## src/common/wpc_regs.vh

```
// constants for the wheelchair panel control block
// assumes a 10 MHz system clock and plain-port configuration
`ifndef WPC_REGS_VH
`define WPC_REGS_VH
`define WPC_HOLD_MS       1000
`define WPC_CLK_KHZ       10000
`define WPC_HOLD_CYC      (`WPC_HOLD_MS * `WPC_CLK_KHZ)
`define WPC_BEEP_MS       50
`define WPC_BEEP_CYC      (`WPC_BEEP_MS * `WPC_CLK_KHZ)
`define WPC_LBEEP_MS      500
`define WPC_LBEEP_CYC     (`WPC_LBEEP_MS * `WPC_CLK_KHZ)
`define WPC_RIPPLE_MS     100
`define WPC_RIPPLE_CYC    (`WPC_RIPPLE_MS * `WPC_CLK_KHZ)
`define WPC_STEP_MIN      3'h1
`define WPC_STEP_MAX      3'h5
`define WPC_STEP_RESET    3'h1
`define WPC_DEFL_THRESH   8'h40
`endif

```

## src/wpc_panel.v

```verilog
// panel control: lock sequence, speed/profile, horn, actuators, beeps
// assumes buttons and joystick come from pins; config ports are static
`timescale 1ns/10ps
`default_nettype none
`include "wpc_regs.vh"
module wpc_panel #(
   parameter HOLD_CYC   = `WPC_HOLD_CYC,
   parameter BEEP_CYC   = `WPC_BEEP_CYC,
   parameter LBEEP_CYC  = `WPC_LBEEP_CYC,
   parameter RIPPLE_CYC = `WPC_RIPPLE_CYC,
   parameter JW         = 8
) (
   input  wire          clock,
   input  wire          resetn,
   input  wire          clock_enable,
   input  wire          power_on,
   input  wire          onoff_button,
   input  wire          horn_button,
   input  wire          inc_button,
   input  wire          dec_button,
   input  wire          act_left_button,
   input  wire          act_right_button,
   input  wire [JW-1:0] joy_fwd,
   input  wire [JW-1:0] joy_rev,
   input  wire [JW-1:0] joy_left,
   input  wire [JW-1:0] joy_right,
   input  wire          cfg_profile_mode,
   input  wire [2:0]    cfg_profile_count,
   input  wire          cfg_block_buttons_driving,
   input  wire [1:0]    cfg_actuator_count,
   input  wire          cfg_joy_select,
   input  wire          speed_limited,
   input  wire          lock_stored,
   output reg           lock_store_value,
   output reg           lock_store_write,
   output reg           beep,
   output reg           horn,
   output reg           brake,
   output reg  [JW-1:0] drive_demand,
   output reg           drive_reverse,
   output reg  [4:0]    indicator,
   output reg  [2:0]    step_value,
   output reg           act_led_left,
   output reg           act_led_right,
   output reg  [JW-1:0] act_demand_left,
   output reg  [JW-1:0] act_demand_right,
   output reg           act_reverse,
   output reg           locked
);
   // ************************************************
   // constants and helpers
   // ************************************************
   localparam [JW-1:0] THRESH = `WPC_DEFL_THRESH;
   localparam [23:0]   HOLD_L = HOLD_CYC[23:0];
   localparam [23:0]   BEEP_L = BEEP_CYC[23:0];
   localparam [23:0]   LBEP_L = LBEEP_CYC[23:0];
   localparam [23:0]   RIPL_L = RIPPLE_CYC[23:0];
   localparam [6:0] S_OFF    = 7'h01;
   localparam [6:0] S_DRIVE  = 7'h02;
   localparam [6:0] S_HOLD   = 7'h04;
   localparam [6:0] S_SEQ_F  = 7'h08;
   localparam [6:0] S_SEQ_R  = 7'h10;
   localparam [6:0] S_SEQ_C  = 7'h20;
   localparam [6:0] S_ADJ    = 7'h40;

   function deflected;
      input [JW-1:0] v;
      begin
         deflected = (v >= THRESH);
      end
   endfunction

   function [2:0] sat_step;
      input [2:0] cur;
      input       up;
      input [2:0] top;
      begin
         if (up)
            sat_step = (cur >= top) ? top : cur + 3'h1;
         else
            sat_step = (cur <= `WPC_STEP_MIN) ? `WPC_STEP_MIN : cur - 3'h1;
      end
   endfunction

   // ************************************************
   // pin synchronisers
   // ************************************************
   reg [6:0]    btn_meta;
   reg [6:0]    btn_sync;
   reg [6:0]    btn_prev;
   reg [JW-1:0] jf_meta, jr_meta, jl_meta, jrt_meta;
   reg [JW-1:0] jf, jr, jl, jrt;
   always @(posedge clock or negedge resetn) begin
      if (!resetn) begin
         btn_meta <= 7'h00;
         btn_sync <= 7'h00;
         btn_prev <= 7'h00;
         jf_meta  <= {JW{1'b0}};
         jr_meta  <= {JW{1'b0}};
         jl_meta  <= {JW{1'b0}};
         jrt_meta <= {JW{1'b0}};
         jf       <= {JW{1'b0}};
         jr       <= {JW{1'b0}};
         jl       <= {JW{1'b0}};
         jrt      <= {JW{1'b0}};
      end else if (clock_enable) begin
         btn_meta <= {power_on, onoff_button, horn_button, inc_button, dec_button,
                      act_left_button, act_right_button};
         btn_sync <= btn_meta;
         btn_prev <= btn_sync;
         jf_meta  <= joy_fwd;
         jr_meta  <= joy_rev;
         jl_meta  <= joy_left;
         jrt_meta <= joy_right;
         jf       <= jf_meta;
         jr       <= jr_meta;
         jl       <= jl_meta;
         jrt      <= jrt_meta;
      end
   end
   wire pwr      = btn_sync[6];
   wire onoff    = btn_sync[5];
   wire horn_s   = btn_sync[4];
   wire inc_p    = btn_sync[3] & ~btn_prev[3];
   wire dec_p    = btn_sync[2] & ~btn_prev[2];
   wire al_p     = btn_sync[1] & ~btn_prev[1];
   wire ar_p     = btn_sync[0] & ~btn_prev[0];
   wire pwr_rise = pwr & ~btn_prev[6];
   wire centred  = ~deflected(jf) & ~deflected(jr) & ~deflected(jl) & ~deflected(jrt);

   // ************************************************
   // timers: hold, beep, ripple
   // ************************************************
   reg         hold_start, beep_start, long_sel;
   wire        hold_busy, hold_done, beep_busy, ripl_busy, ripl_done;
   wpc_timer #(.WIDTH(24)) u_hold (
      .clock(clock), .resetn(resetn), .enable(clock_enable),
      .start(hold_start), .load(HOLD_L), .busy(hold_busy), .done(hold_done));
   wpc_timer #(.WIDTH(24)) u_beep (
      .clock(clock), .resetn(resetn), .enable(clock_enable),
      .start(beep_start), .load(long_sel ? LBEP_L : BEEP_L),
      .busy(beep_busy), .done());
   wpc_timer #(.WIDTH(24)) u_ripl (
      .clock(clock), .resetn(resetn), .enable(clock_enable),
      .start(ripl_done | ~ripl_busy), .load(RIPL_L),
      .busy(ripl_busy), .done(ripl_done));

   // ************************************************
   // main state machine
   // ************************************************
   reg [6:0] state, next_state;
   reg       seq_unlock;
   reg       act_sel_right;
   reg [2:0] ripple_pos;
   reg       ripple_up;
   reg       lock_pend;
   wire      act_en  = (cfg_actuator_count != 2'h0);
   wire      act_two = (cfg_actuator_count == 2'h2);
   wire [2:0] top    = cfg_profile_mode ?
                       ((cfg_profile_count > `WPC_STEP_MAX) ? `WPC_STEP_MAX :
                        (cfg_profile_count == 3'h0) ? `WPC_STEP_MIN : cfg_profile_count)
                       : `WPC_STEP_MAX;
   wire      driving = (state == S_DRIVE) & ~centred;
   wire      btn_ok  = ~(cfg_block_buttons_driving & driving);

   always @* begin
      next_state = state;
      hold_start = 1'b0;
      beep_start = 1'b0;
      long_sel   = 1'b0;
      case (state)
         S_OFF: begin
            if (pwr_rise) begin
               next_state = locked ? S_SEQ_F : S_DRIVE;
            end
         end
         S_DRIVE: begin
            if (onoff & ~btn_prev[5]) begin
               next_state = S_HOLD;
               hold_start = 1'b1;
            end else if (act_en & ~locked & (al_p | ar_p)) begin
               next_state = S_ADJ;
            end
         end
         S_HOLD: begin
            if (hold_done) begin
               beep_start = 1'b1;
            end
            if (!onoff) begin
               next_state = (hold_busy | hold_start) ? S_DRIVE :
                            (lock_pend ? S_SEQ_F : S_DRIVE);
            end
         end
         S_SEQ_F: begin
            if (deflected(jf)) begin
               beep_start = 1'b1;
               next_state = S_SEQ_R;
            end
         end
         S_SEQ_R: begin
            if (deflected(jr)) begin
               beep_start = 1'b1;
               next_state = S_SEQ_C;
            end
         end
         S_SEQ_C: begin
            if (centred) begin
               beep_start = 1'b1;
               long_sel   = 1'b1;
               next_state = S_DRIVE;
            end
         end
         S_ADJ: begin
            if (!act_en) begin
               next_state = S_DRIVE;
            end else if (!act_two & (al_p | ar_p)) begin
               next_state = S_DRIVE;
            end else if ((al_p & ~act_sel_right) | (ar_p & act_sel_right)) begin
               next_state = S_DRIVE;
            end
         end
         default: next_state = S_OFF;
      endcase
      if (!pwr) begin
         next_state = S_OFF;
      end
   end

   always @(posedge clock or negedge resetn) begin
      if (!resetn) begin
         state            <= S_OFF;
         seq_unlock       <= 1'b0;
         locked           <= 1'b0;
         lock_pend        <= 1'b0;
         lock_store_value <= 1'b0;
         lock_store_write <= 1'b0;
         step_value       <= `WPC_STEP_RESET;
         act_sel_right    <= 1'b0;
         ripple_pos       <= 3'h0;
         ripple_up        <= 1'b1;
         beep             <= 1'b0;
      end else if (clock_enable) begin
         state            <= next_state;
         lock_store_write <= 1'b0;
         beep             <= beep_busy;
         if (state == S_OFF) begin
            locked <= lock_stored;
         end
         if (state == S_HOLD && hold_done) begin
            lock_pend <= 1'b1;
         end else if (state != S_HOLD) begin
            lock_pend <= 1'b0;
         end
         if (next_state == S_SEQ_F && state != S_SEQ_F) begin
            seq_unlock <= locked;
         end
         if (state == S_SEQ_C && centred) begin
            locked           <= ~seq_unlock;
            lock_store_value <= ~seq_unlock;
            lock_store_write <= 1'b1;
         end
         if (state == S_DRIVE && btn_ok && !locked) begin
            if (inc_p & ~dec_p) begin
               step_value <= sat_step(step_value, 1'b1, top);
            end else if (dec_p & ~inc_p) begin
               step_value <= sat_step(step_value, 1'b0, top);
            end
         end else if (step_value > top) begin
            step_value <= top;
         end
         if (state == S_DRIVE && next_state == S_ADJ) begin
            act_sel_right <= ar_p & ~al_p;
         end else if (state == S_ADJ && act_two) begin
            if (al_p & act_sel_right) begin
               act_sel_right <= 1'b0;
            end else if (ar_p & ~act_sel_right) begin
               act_sel_right <= 1'b1;
            end else if (cfg_joy_select & deflected(jl)) begin
               act_sel_right <= 1'b0;
            end else if (cfg_joy_select & deflected(jrt)) begin
               act_sel_right <= 1'b1;
            end
         end
         if (ripl_done) begin
            if (ripple_up) begin
               ripple_pos <= ripple_pos + 3'h1;
               if (ripple_pos == 3'h3) ripple_up <= 1'b0;
            end else begin
               ripple_pos <= ripple_pos - 3'h1;
               if (ripple_pos == 3'h1) ripple_up <= 1'b1;
            end
         end
      end
   end

   // ************************************************
   // outputs: drive, horn, indicator, actuators
   // ************************************************
   wire drv_ok = (state == S_DRIVE) & ~locked;
   always @(posedge clock or negedge resetn) begin
      if (!resetn) begin
         horn             <= 1'b0;
         brake            <= 1'b1;
         drive_demand     <= {JW{1'b0}};
         drive_reverse    <= 1'b0;
         indicator        <= 5'h00;
         act_led_left     <= 1'b0;
         act_led_right    <= 1'b0;
         act_demand_left  <= {JW{1'b0}};
         act_demand_right <= {JW{1'b0}};
         act_reverse      <= 1'b0;
      end else if (clock_enable) begin
         horn <= horn_s & pwr;
         // brake on when centred, whatever the mode
         brake <= centred | ~drv_ok;
         // demand follows deflection directly, so it is monotonic
         drive_demand  <= (drv_ok & ~centred) ? ((jf >= jr) ? jf : jr)
                          : {JW{1'b0}};
         drive_reverse <= drv_ok & (jr > jf);
         if (state == S_OFF) begin
            indicator <= 5'h00;
         end else if (locked) begin
            indicator <= 5'h01 << ripple_pos;
         end else if (speed_limited & ripple_pos[0]) begin
            indicator <= 5'h00;
         end else if (cfg_profile_mode) begin
            indicator <= 5'h01 << (step_value - 3'h1);
         end else begin
            indicator <= (5'h01 << step_value) - 5'h01;
         end
         act_led_left      <= (state == S_ADJ) & (~act_two | ~act_sel_right);
         act_led_right     <= (state == S_ADJ) & (~act_two | act_sel_right);
         act_demand_left   <= (state == S_ADJ & (~act_two | ~act_sel_right)) ?
                              ((jf >= jr) ? jf : jr) : {JW{1'b0}};
         act_demand_right  <= (state == S_ADJ & act_two & act_sel_right) ?
                              ((jf >= jr) ? jf : jr) : {JW{1'b0}};
         act_reverse       <= (state == S_ADJ) & (jr > jf);
      end
   end
endmodule // wpc_panel
`default_nettype wire

```

## src/wpc_timer.v

```verilog
// down-counting timer with start pulse and done pulse
// assumes a single clock domain with clock enable
`timescale 1ns/10ps
`default_nettype none
module wpc_timer #(
   parameter WIDTH = 24
) (
   input  wire             clock,
   input  wire             resetn,
   input  wire             enable,
   input  wire             start,
   input  wire [WIDTH-1:0] load,
   output reg              busy,
   output reg              done
);
   reg [WIDTH-1:0] count;
   always @(posedge clock or negedge resetn) begin
      if (!resetn) begin
         count <= {WIDTH{1'b0}};
         busy  <= 1'b0;
         done  <= 1'b0;
      end else if (enable) begin
         done <= 1'b0;
         if (start) begin
            count <= load;
            busy  <= 1'b1;
         end else if (busy) begin
            if (count <= {{(WIDTH-1){1'b0}}, 1'b1}) begin
               busy <= 1'b0;
               done <= 1'b1;
            end else begin
               count <= count - {{(WIDTH-1){1'b0}}, 1'b1};
            end
         end
      end
   end
endmodule // wpc_timer
`default_nettype wire

```

## config.mk

```make
export PLATFORM = sky130hd
export DESIGN_NAME = wpc_panel
export DESIGN_NICKNAME = d
export VERILOG_FILES = /design/src/wpc_panel.v /design/src/wpc_timer.v
export VERILOG_INCLUDE_DIRS = /design/src /design/src/common
export SDC_FILE = /design/constraint.sdc
export NUM_CORES = 1
export LEC_CHECK = 0
export ABC_AREA = 1
export BUFFER_PORTS_ARGS = -buffer_cell sky130_fd_sc_hd__buf_2
export CAP_MARGIN = 20
export CORE_ASPECT_RATIO = 0.9
export CORE_MARGIN = 4
export CORE_UTILIZATION = 54
export DETAILED_ROUTE_END_ITERATION = 6
export PLACE_DENSITY = 0.82
export SYNTH_ARGS = -nofsm -noshare
export SYNTH_HDL_FRONTEND = slang
export SYNTH_SLANG_ARGS = --single-unit
```

## constraint.sdc

```tcl
create_clock -name clock -period 2.68 [get_ports clock]
set_input_delay 0 -clock clock [delete_from_list [all_inputs] [get_ports clock]]
set_output_delay 0 -clock clock [all_outputs]
set_load 0.01 [all_outputs]
```

==> results of run 1 <==
-- state kept, by name (all words and copies together) (netlist names), 3 cells and up --
signal and flops:
act_demand_left 8, act_demand_right 8, indicator 5, u_ripl.count 24, btn_meta 7, jr 8
jf 8, jr_meta 8, u_beep.count 24, u_hold.count 24, btn_sync 7, step_value 3
jf_meta 8, drive_demand 8, state 7, btn_prev 6, ripple_pos 3
-- worst min-delay path by stage --
stage                                     start                              to  slack, ps  cells past startpoint
final                      cfg_profile_count[2]       step_value[2]$_DFFE_PN0P_         40                      5
after global routing      cfg_actuator_count[0]       act_led_right$_DFFE_PN0P_         60                      4
after CTS                  cfg_profile_count[2]       step_value[2]$_DFFE_PN0P_         30                      5
after floorplan                          resetn  act_demand_left[0]$_DFFE_PN0P_       -300                      0
after detailed placement                 resetn    u_hold.count[23]$_DFFE_PN0P_        100                      1
after global placement                   resetn    u_beep.count[18]$_DFFE_PN0P_        100                      1
-- placed cells by master, fill, tap and decap left out, types with 4 or more instances in the layout --
| cell type | Yosys | routed |
|---|---|---|
| o21ai_1 | 31 | 31 |
| nor2_2 | 13 | 14 |
| inv_1 | 136 | 135 |
| dlygate4sd3_1 | 0 | 36 |
| o31ai_1 | 10 | 10 |
| dfrtp_1 | 189 | 189 |
| ha_1 | 32 | 32 |
| inv_2 | 7 | 8 |
| buf_2 | 6 | 79 |
| or2_2 | 4 | 4 |
| nor2_4 | 5 | 5 |
| inv_6 | 1 | 4 |
| nor2_1 | 135 | 134 |
| dfstp_2 | 4 | 4 |
| nand4_1 | 23 | 23 |
| o211ai_1 | 7 | 7 |
| nand3b_1 | 6 | 6 |
| nor3_1 | 14 | 14 |
| xor2_1 | 39 | 39 |
| buf_4 | 0 | 16 |
| nand3_2 | 4 | 4 |
| clkbuf_16 | 0 | 17 |
| clkinv_8 | 0 | 4 |
| o21ai_0 | 105 | 105 |
| nand3_1 | 118 | 118 |
| nand2_1 | 418 | 418 |
| nand2_4 | 4 | 4 |
| a21oi_1 | 35 | 35 |
| nand2_2 | 9 | 9 |
-- cell type report --
cell class,instances,area (sq um)
diodes,1,2.50
clock buffers,18,429
clock inverters,14,188
fillers,1674,7010
inverters,145,549
multi-input cells,1042,5220
flip-flops and latches,193,4830
well taps,250,313
repair buffers,133,910
-- per-stage QoR --
stage / utilization / instance area [sq um] / worst slack, ps
5_1_grt: 0.640 / 12400 / 73.6
6_report: 0.640 / 12400 / 308
2_1_floorplan: - / 10800 / 891
4_1_cts: 0.639 / 12400 / 302
3_5_place_dp: 0.589 / 11500 / 481
3_3_place_gp: 0.589 / 11500 / 554
-- where the power goes --
group | internal [W] | switching, W
registers | 0.00344 | 0.000542
logic | 0.00113 | 0.00205
clock network | 0.00136 | 0.00131
-- kinds of logic (layout without fill, tap and decap cells) --
kind of cell	count (synthesis)	count (layout)	synth area share
xor+xnor	42	42	0.0340
simple gates	764	764	0.309
compound gates	204	204	0.102
flops	193	193	0.447
fa+ha+maj	32	32	0.0370
other cells	0	1	0
buf+inv	185	310	0.0712
-- per-layer routing --
layer	part of all wire	GRT usage
met1	0.45	0.348
met2	0.47	0.396
met3	0.053	0.0377
met4	0.018	0.0675
met5	0	0
-- worst max-delay path, delay by kind of cell (launching register included) --
kind | cells | cell delay [ps]
compound gates | 1 | 60
fa+ha+maj | 1 | 230
buf+inv | 2 | 700
flops | 1 | 590
simple gates | 6 | 720
-- timing repair --
item,4_1_cts,5_1_grt
setup endpoints to repair,0,2
resized for setup,0,1
hold endpoints to repair,114,0
hold buffers,36,0
==> metrics.md, run 1 <==
| Metric | Value |
|---|---|
| Drt first pass iters | 6 |
| Pin count of the biggest net entering global routing | just under 90 |
| Maximum clock path buffer count | 2 |
| Synthesized flop and latch total | between 150 and 200 |
| Crit path from | step_value[0]$_DFFE_PN1P_ |
| Max Slew Vio Count | 0 |
| Leakage | 6.38 nW |
| CP max stage delay | 590 ps |
| CTS Root Cell | clkbuf_16 |
| Starting Density | 0.556 |
| Synth Instances | around 1400 |
| Drt via density | between 5 and 6 |
| Worst Skew | between 10 and 15 ps |
| Max_slew headroom | 0.509 |
| Post-synth top flop | dfrtp_1 |
| Critical path type | register to register |
| Final WL | about 26 mm |
| DRC viols | 0 |
| Crit path DAT | 2740 ps |
| Cell taking the most area after synthesis | dfrtp_1 |
| First-pass GRT wire length | ~45 mm |
| Total gr overflow | 0 |
| Fmax | 422 MHz |
| CP endpoint | step_value[0]$_DFFE_PN1P_ |
| Status | finished, final reports clean |
| IO Port Bufs | about 80 |
| Setup TNS | 0 ps |
| Most numerous cell in the Yosys netlist | nand2_1 |
| Final setup fails | 0 |
| Worst EP required | between 3000 and 4000 ps |
| Commonest cells post-synth | nand2_1, dfrtp_1, inv_1 |
| Final Hold Viols | 0 |
| Vias | 9693 |
| Initial drt markers | around 970 |
| Clock latency on the worst-skew pair | 450 ps |
| TritonCTS Buffers | 17 |
| Slew @ Worst Pin | about 740 ps |
| Period Utilization, post-route | 0.885 |
| Max stage delay cell, worst path | dfstp_2 |
| Syn_nets | ~1500 |
| Max-Cap Viols | 0 |
| FFs w/ async S/R, synth | 1.00 |
| DIE AREA | around 22000 sq um |
| Die height | about 140 microns |
| Routed length per placed instance | about 15 microns |
| Ratio of cells with drive above 1 in the final layout | 0.121 |
| P per Cell Area | ~790 nW/um^2 |
| Final hold slack | a little under 40 ps |
| Syn_area_per_cell | roughly 7.6 sq um |
| H-tree depth | 4 |
| Distinct cells, synth | 48 |
| Die X | ~160 microns |
| Yosys warnings | 0 |
| RSZ-0062 raised after global routing | false |
| Non-filler cells in the finished layout | about 1800 |
| Final #Nets | around 1600 |
| Initial antenna violation count | 1 |
| Post-synth EDFFs | 0 |
| Period minus WS final | about 2400 ps |
| Maximum VDD drop | approximately 0.48 mV |
| Area Overhead vs Synth | 15.0% |
| Cell Rows | 48 |
| Total track usage | 0.245 |
| CP endpoint kind | register |
| Critical path cell sequence | inv_1, ha_1, nand3b_1, nand3_1, nor2_1, nor2_1, nand4_1, dlygate4sd3_1, nand3_1, o21ai_1 |
| Sink Count | between 150 and 200 |
| Dpl hpwl | roughly 18 mm |
| Sequential element share of the synthesized area | 0.447 |
| Top area cells in the synthesized netlist | dfrtp_1, nand2_1, nand3_1, o21ai_0, inv_1 |
| Placed cells | between 1500 and 2000 |
| Power Total | just under 0.01 W |
| CTS tree | done |
| Core area | between 15000 and 20000 sq um |
| Synthesized cell area | between 10000 and 15000 sq um |
| Post CTS Setup Buffer Count | 0 |
| Vias in the first global route | about 9400 |
| CP Max Fanout | 6 |
| Clock slew seen by the registers of the worst setup and hold paths | approximately 70 ps |
| Final ANT Viol Nets | 0 |
| Final GP Congestion | roughly 0.93 |
| Boundary Pins | 94 |
| Worst R2R Start | step_value[0]$_DFFE_PN1P_ |
| Min-delay worst type | input pin to register |
| Startpoint types | register |
| Reg2reg end | step_value[0]$_DFFE_PN1P_ |
| FF-to-FF path depth | 10 |
| Setup slack, reg-to-reg | between 300 and 400 ps |
| Share of the synthesized area in the top cell type | 0.437 |
Note: power is estimated with default switching activity, not from simulation.
==> inputs of run 2 (changes only) <==
CELL_PAD_IN_SITES_DETAIL_PLACEMENT = 1   (was default)
CELL_PAD_IN_SITES_GLOBAL_PLACEMENT = 2   (was default)
CORE_UTILIZATION = 38   (was 54)
PLACE_DENSITY = 0.94   (was 0.82)
==> run 2 against run 1 <==
  * Sequential share of layout area shrank 0.39 points
  * Sequential cell count unchanged
  * Wire length rose by 15%
  * Via count grew 0.63%
  * Non-clock buffer count down 3
  * Die area rose by 40%
  * Register-to-register slack got worse by 50 ps
  * Highest routed layer unchanged
  * Critical path type unchanged
  * Sequential power about the same
==> metrics.md, run 2 (synthesis results as in run 1) <==
| Metric | Value |
|---|---|
| Status | finished, final reports clean |
| Crit path DAT | 2780 ps (+40 ps) |
| Leakage | 6.37 nW (-0.21%) |
| Leading cell type in the layout, fill and taps excluded | nand2_1 |
| Max-Cap Viols | 0 (unchanged) |
| Hold Startpoint | cfg_profile_count[2] |
| Cell-internal power | 0.00585 W (-1.3%) |
| Hold depth | 5 (unchanged) |
| H-tree depth | 4 (unchanged) |
| Worst Skew | 15.4 ps (+1.20 ps) |
| Initial antenna violation count | 0 (-1) |
| Non-filler cells in the finished layout | 1902 (+5.9%) |
| Fmax | 412 MHz (-2.2%) |
| DIE AREA | 31300 sq um (+40%) |
| Reg power frac | 0.404 (about the same) |
| FF-to-FF path depth | 9 (-1) |
| Area Overhead vs Synth | 16.2% |
| P per Cell Area | 786 nW/um^2 (-0.48%) |
| Cell Rows | 58 (+21%) |
| CTS Root Cell | clkbuf_16 |
| Largest registers | u_beep.count: 24 flops, u_hold.count: 24 flops, u_ripl.count: 24 flops |
| Final Hold Viols | 0 (unchanged) |
| Critical path type | register to register |
| Reg2reg end | step_value[1]$_DFFE_PN0P_ |
| Antenna Diode Count | 0 (-1) |
| Routed length per placed instance | 15.9 microns (+8.8%) |
| Total track usage | 0.201 (-0.0440) |
| Setup slack, reg-to-reg | 260 ps (-50 ps) |
| Clock Power Share | 0.266 (-0.005) |
| Placed cells | 1833 (+6.1%) |
| # fillers | 3486 (+110%) |
| Startpoint types | register |
| IO Port Bufs | 81 (unchanged) |
| Sink Count | 193 (unchanged) |
| Die X | 186 microns (+18%) |
| Setup TNS | 0 ps (unchanged) |
| Dpl hpwl | 21.3 mm (+18%) |
| Starting Density | 0.386 (-0.170) |
| Total gr overflow | 0 (unchanged) |
| Drt first pass iters | 5 (-1) |
| Pin count of the biggest net entering global routing | 79 (-9.2%) |
| Power share of the combinational group | 0.330 (+0.007) |
| Number of hold buffers added after CTS | 37 (+2.8%) |
| Final #Nets | 1613 (-0.19%) |
| Drt via density | 5.13 (-5.0%) |
| DRC viols | 0 (unchanged) |
| Worst R2R Start | step_value[0]$_DFFE_PN1P_ |
| Register Area | 4830 sq um (unchanged) |
| Vias | 9754 (+0.63%) |
| Vias in the first global route | 10492 (+12%) |
| Final design utilization | 0.449 (-0.191) |
| Boundary Pins | 94 (unchanged) |
| Min-delay worst type | input pin to register |
| Max_slew headroom | 0.520 (+0.0113) |
| Period Utilization, post-route | 0.905 (+0.0199) |
| CP Max Fanout | 6 (unchanged) |
| Maximum clock path buffer count | 2 (unchanged) |
| TritonCTS Buffers | 17 (unchanged) |
| Multi-input gate area | 5220 sq um (about the same) |
| CP endpoint kind | register |
| Switching share of total power | 0.408 (+0.0112) |
| Die height | 168 microns (+18%) |
| Final GP Congestion | 0.854 (-8.7%) |
| RSZ-0062 raised after global routing | false |
| First-pass GRT wire length | 51.9 mm (+15%) |
| Hold path endpoint | step_value[2]$_DFFE_PN0P_ |
| Most frequent cells in the layout | nand2_1, dfrtp_1, inv_1, nor2_1, nand3_1 |
| Maximum VDD drop | 0.520 mV (+7.8%) |
| Final WL | 30.2 mm (+15%) |
| Crit path from | step_value[0]$_DFFE_PN1P_ |
| Clock latency on the worst-skew pair | 450 ps (about the same) |
| Resized cells post-CTS | 0 (unchanged) |
| Clock slew seen by the registers of the worst setup and hold paths | 70 ps (about the same) |
| Final hold slack | 58.9 ps (+19.2 ps) |
| Initial drt markers | 387 (-60%) |
| Switch Pwr | 0.00403 W (+3.4%) |
| Final ANT Viol Nets | 0 (unchanged) |
| Period minus WS final | 2420 ps (+53.3 ps) |
| Slew @ Worst Pin | 720 ps (-16.9 ps) |
| Worst EP required | 3040 ps (about the same) |
| Ratio of cells with drive above 1 in the final layout | 0.119 (-0.00236) |
| Final setup fails | 0 (unchanged) |
| CTS tree | done |
| Core area | 28000 sq um (+44%) |
| Post CTS Setup Buffer Count | 0 (unchanged) |
| Max Slew Vio Count | 0 (unchanged) |
-- run 2: changes by cell type in the layout (fill, tap and decap cells not counted), sizes merged --
cell         before  now
diode             1    0
dlygate4sd3      36   37
bufinv            1    0
clkbuf           19   18
buf              96   92
clkinv            6    8
-- run 2: power by group through the flow --
| stage | combinational (W) | sequential [W] | clock, W |
|---|---|---|---|
| global route | 0.00378 | 0.00408 | 0.00282 |
| global placement | 0.00307 | 0.00401 | 0 |
| finish | 0.00326 | 0.00399 | 0.00263 |
| detailed placement | 0.00321 | 0.00404 | 0 |
| floorplan | 0.00234 | 0.00391 | 0 |
| CTS | 0.00329 | 0.00399 | 0.00270 |
-- run 2: how the worst max path moves through the flow --
stage | end | slack [ps] | cells after the start
2_1_floorplan | indicator[4]$_DFFE_PN0P_ | 890 | 9
3_3_place_gp | u_hold.count[12]$_DFFE_PN0P_ | 460 | 12
3_5_place_dp | u_hold.count[10]$_DFFE_PN0P_ | 330 | 12
4_1_cts | step_value[1]$_DFFE_PN0P_ | 280 | 9
5_1_grt | u_hold.count[10]$_DFFE_PN0P_ | 30 | 12
6_report | step_value[1]$_DFFE_PN0P_ | 260 | 9
-- run 2: through the flow --
stage | power [W] | setup WS, ps | cell area, sq um
final | 0.00988 | 255 | 12600
after detailed placement | 0.00725 | 333 | 11600
after CTS | 0.00999 | 282 | 12600
after global routing | 0.0107 | 34.6 | 12600
after global placement | 0.00708 | 463 | 11600
after floorplan | 0.00625 | 891 | 10800
-- run 2: area by class of cell --
cell class | instances | share of cell area
multi-input combinational | 1042 | 0.415
sequential | 193 | 0.384
timing repair buffer | 130 | 0.0727
inverter | 145 | 0.0437
tap | 360 | 0.0358
clock buffer | 17 | 0.0338
clock inverter | 15 | 0.0143
-- run 2: metal layers --
layer  part of all wire  GRT usage
met1               0.48      0.270
met2               0.47      0.338
met3              0.034     0.0382
met4              0.015     0.0459
met5                  0          0
-- run 2: worst max-delay path, cell delays in order (launching register included) --
cell and delay, ps:
dfstp_2 600, inv_1 150, ha_1 220, nand3b_1 170, nand3_1 130, nor2_1 60
nor2_1 180, nand3_1 100, dlygate4sd3_1 580, a21oi_1 160
==> inputs of run 3 (changes only) <==
--- a/config.mk
+++ b/config.mk
@@ -7,5 +7,4 @@
 export NUM_CORES = 1
 export LEC_CHECK = 0
-export ABC_AREA = 1
 export BUFFER_PORTS_ARGS = -buffer_cell sky130_fd_sc_hd__buf_2
 export CAP_MARGIN = 20
@@ -14,7 +13,8 @@
 export CORE_ASPECT_RATIO = 0.9
 export CORE_MARGIN = 4
-export CORE_UTILIZATION = 38
+export CORE_UTILIZATION = 42
 export DETAILED_ROUTE_END_ITERATION = 6
-export PLACE_DENSITY = 0.94
+export GPL_ROUTABILITY_DRIVEN = 0
+export PLACE_DENSITY = 0.95
 export SYNTH_ARGS = -nofsm -noshare
 export SYNTH_HDL_FRONTEND = slang
==> constraint.sdc (replaced) <==
create_clock -name clock -period 2.68 [get_ports clock]
set_input_delay 0 -clock clock [delete_from_list [all_inputs] [get_ports clock]]
set_output_delay 0 -clock clock [all_outputs]
set_load 0.1 [all_outputs]
==> run 3 against run 2 <==
  * Clock skew is essentially flat
  * Fmax shrank 6.3%
  * Sequential power is essentially flat
  * Clock power shrank 6%
  * Synthesized cell count shrank 28%
  * Largest cell class unchanged
==> metrics.md, run 3 <==
| Metric | Value |
|---|---|
| Setup slack, reg-to-reg | 90 ps (-160 ps) |
| Met3 Usage GRT | 0.0346 (-0.00359) |
| Crit path DAT | 2900 ps (+120 ps) |
| Leakage | 5.30 nW (-17%) |
| Worst Skew | 15.8 ps (+0.380 ps) |
| Startpoint types | register |
| Period Utilization, post-route | 0.966 (+0.0611) |
| CP Max Fanout | 8 (+2) |
| Fmax | 386 MHz (-6.3%) |
| Clock latency on the worst-skew pair | 450 ps (about the same) |
| Max-Cap Viols | 0 (unchanged) |
| Worst R2R Start | u_ripl.count[7]$_DFFE_PN0P_ |
| Sink Count | 193 (unchanged) |
| CTS Root Cell | clkbuf_16 |
| Cell Rows | 53 (-8.6%) |
| Drt first pass iters | 5 (unchanged) |
| Final WL | 28.8 mm (-4.5%) |
| Routed length per placed instance | 19.4 microns (+22%) |
| Final setup fails | 0 (unchanged) |
| Post-synth top flop | dfrtp_1 |
| Starting Density | 0.433 (+0.0464) |
| Placed cell area | 11400 sq um (-2.1%) |
| Setup TNS | 0 ps (unchanged) |
| CP endpoint kind | register |
| WP buf/inv | 1 (-1) |
| Synthesized flop and latch total | 193 (unchanged) |
| Worst EP required | 2990 ps (-50 ps) |
| Placed cells | 1423 (-22%) |
| Syn_nets | 1108 (-26%) |
| M1 GR Usage | 0.291 (+0.0215) |
| P per Cell Area | 774 nW/um^2 (-1.4%) |
| Hold path endpoint | act_led_right$_DFFE_PN0P_ |
| Post-synth EDFFs | 0 (unchanged) |
| Top area cells in the synthesized netlist | dfrtp_1, mux2_2, o21ai_0, ha_1, nor2_1 |
| Slew @ Worst Pin | 814 ps (+94.1 ps) |
| Vias in the first global route | 9107 (-13%) |
| Hold Startpoint | cfg_actuator_count[1] |
| Die height | 156 microns (-7.1%) |
| Most numerous cell in the Yosys netlist | dfrtp_1 |
| Most frequent cells in the layout | dfrtp_1, o21ai_0, buf_2, nor2_1, inv_1 |
| Crit path top cell by count | or4_1 |
| Boundary Pins | 94 (unchanged) |
| Period minus WS final | 2590 ps (+164 ps) |
| Maximum VDD drop | 0.472 mV (-9.4%) |
| Commonest cells post-synth | dfrtp_1, o21ai_0, nor2_1 |
| Largest registers | u_beep.count: 24 flops, u_hold.count: 24 flops, u_ripl.count: 24 flops |
| Post CTS Setup Buffer Count | 0 (unchanged) |
| Final Hold Viols | 0 (unchanged) |
| Maximum clock path buffer count | 2 (unchanged) |
| Reg2reg end | u_ripl.count[22]$_DFFE_PN0P_ |
| CTS tree | done |
| Sequential element share of the synthesized area | 0.472 (+0.0251) |
| CP max stage delay | 620 ps (+20 ps) |
| Vias | 8522 (-13%) |
| Non-filler cells in the finished layout | 1487 (-22%) |
| GRT busiest layer | met2 |
| Critical path cell sequence | or4_1, or4_1, o31ai_4, buf_4, nor4_4, xnor2_1, nor2_1 |
| DIE AREA | 27000 sq um (-14%) |
| Max stage delay cell, worst path | or4_1 |
| Final hold slack | 5.92 ps (-53.0 ps) |
| Synth Instances | 1024 (-28%) |
| Levels on crit path | 7 (-2) |
| Total track usage | 0.218 (+0.0174) |
| Die X | 173 microns (-7.1%) |
| Critical path type | register to register |
| Min-delay worst type | input pin to register |
| Share of the synthesized area in the top cell type | 0.461 (+0.0246) |
| FFs w/ async S/R, synth | 1.00 (unchanged) |
| TritonCTS Buffers | 17 (unchanged) |
| Yosys warnings | 0 (unchanged) |
| Core area | 23700 sq um (-15%) |
| Distinct cells, synth | 77 (+60%) |
| Post-route cell area | 12300 sq um (-2.3%) |
| Final #Nets | 1255 (-22%) |
| FF-to-FF path depth | 7 (-2) |
| DRC viols | 0 (unchanged) |
| Cell taking the most area after synthesis | dfrtp_1 |
| Leading cell type in the layout, fill and taps excluded | dfrtp_1 |
| Total gr overflow | 0 (unchanged) |
| First-pass GRT wire length | 48.4 mm (-6.7%) |
| # fillers | 2629 (-25%) |
| H-tree depth | 4 (unchanged) |
| Drt via density | 5.73 (+12%) |
| CP top delay family | simple AND/OR/NAND/NOR gates |
| Hold depth | 4 (-1) |
| Syn_area_per_cell | 10.0 sq um (+31%) |
| Final ANT Viol Nets | 0 (unchanged) |
| Dpl hpwl | 19.7 mm (-7.4%) |
| Initial antenna violation count | 1 (+1) |
| Max_slew headroom | 0.457 (-0.0627) |
| Pin count of the biggest net entering global routing | 96 (+22%) |
| Clock slew seen by the registers of the worst setup and hold paths | 80 ps (about the same) |
| Status | finished, final reports clean |
| GR Util met2 | 0.373 (+0.0345) |
| Ratio of cells with drive above 1 in the final layout | 0.225 (+0.106) |
| RSZ-0062 raised after global routing | true |
| IO Port Bufs | 81 (unchanged) |
| Max Slew Vio Count | 0 (unchanged) |
| Area Overhead vs Synth | 19.9% |
| Synthesized cell area | 10200 sq um (-5.3%) |
| Initial drt markers | 519 (+34%) |
-- run 3: changes by cell type in the layout (fill, tap and decap cells not counted), sizes merged, moves of 23 or more --
| cell | change |
|---|---|
| nand2 | -374 |
| nand3 | -91 |
| xor2 | -23 |
| o21ai | -55 |
| buf | +44 |
| inv | -80 |
| nor2 | -84 |
| o32ai | +26 |
| mux2 | +55 |
-- run 3: layout make-up --
| type | instances | area, sq um | area share |
|---|---|---|---|
| repair buffers | 168 | 1200 | 0.0978 |
| clock buffers | 19 | 443 | 0.0361 |
| clock inverters | 13 | 120 | 0.00978 |
| inverters | 64 | 240 | 0.0196 |
| multi-input cells | 727 | 5060 | 0.412 |
| well taps | 302 | 378 | 0.0308 |
| flip-flops and latches | 193 | 4830 | 0.394 |
| diodes | 1 | 2.50 | 0.000204 |
-- run 3: per-layer routing --
metal	routed length (microns)	vias to the layer above
li1	-	4064
met1	13400	4309
met2	14100	112
met3	711	37
met4	519	0
met5	0	-
-- run 3: cells by family (layout without fill, tap and decap cells) --
family,after synthesis,after routing,synth area share
multiplexers,57,57,0.0624
flip-flops,193,193,0.472
buffers and inverters,104,264,0.0396
AO/OA/AOI/OAI,270,270,0.180
other,0,1,0
adder cells (fa/ha/maj),32,32,0.0391
AND/OR/NAND/NOR,335,335,0.179
XOR/XNOR,33,33,0.0282
-- run 3: what timing repair did --
action / CTS / global route
endpoints found under the setup margin: 1 / 13
hold buffers: 31 / 0
endpoints found under the hold margin: 122 / 0
resized for setup: 1 / 7
-- run 3: report_power, final --
part | switching [W] | internal, W | total, W
clock | 0.00123 | 0.00125 | 0.00248
combinational | 0.00189 | 0.00114 | 0.00303
sequential | 0.000589 | 0.00342 | 0.00401
-- run 3: how the worst max path moves through the flow --
stage                                         endpoint                   startpoint  slack [ps]
after floorplan              step_value[2]$_DFFE_PN0P_    step_value[1]$_DFFE_PN0P_         190
final                     u_ripl.count[22]$_DFFE_PN0P_  u_ripl.count[7]$_DFFE_PN0P_          90
after CTS                 u_ripl.count[18]$_DFFE_PN0P_  u_ripl.count[1]$_DFFE_PN0P_          40
after global routing      u_ripl.count[22]$_DFFE_PN0P_  u_ripl.count[7]$_DFFE_PN0P_          -8
after global placement    u_ripl.count[22]$_DFFE_PN0P_  u_ripl.count[1]$_DFFE_PN0P_         170
after detailed placement  u_ripl.count[22]$_DFFE_PN0P_  u_ripl.count[1]$_DFFE_PN0P_          20
-- run 3: tightest hold or removal path: stages --
cell and delay [ps]:
buf_2 120, nand2b_1 120, o211ai_1 90, o21ai_0 70
-- run 3: metrics by stage --
step / util / power, W / setup WS, ps
after global placement: 0.480 / 0.00685 / 174
after CTS: 0.517 / 0.00953 / 36.0
after global routing: 0.519 / 0.0101 / -8.07
after detailed placement: 0.480 / 0.00698 / 16.3
final: 0.519 / 0.00951 / 91.3
after floorplan: - / 0.00601 / 189
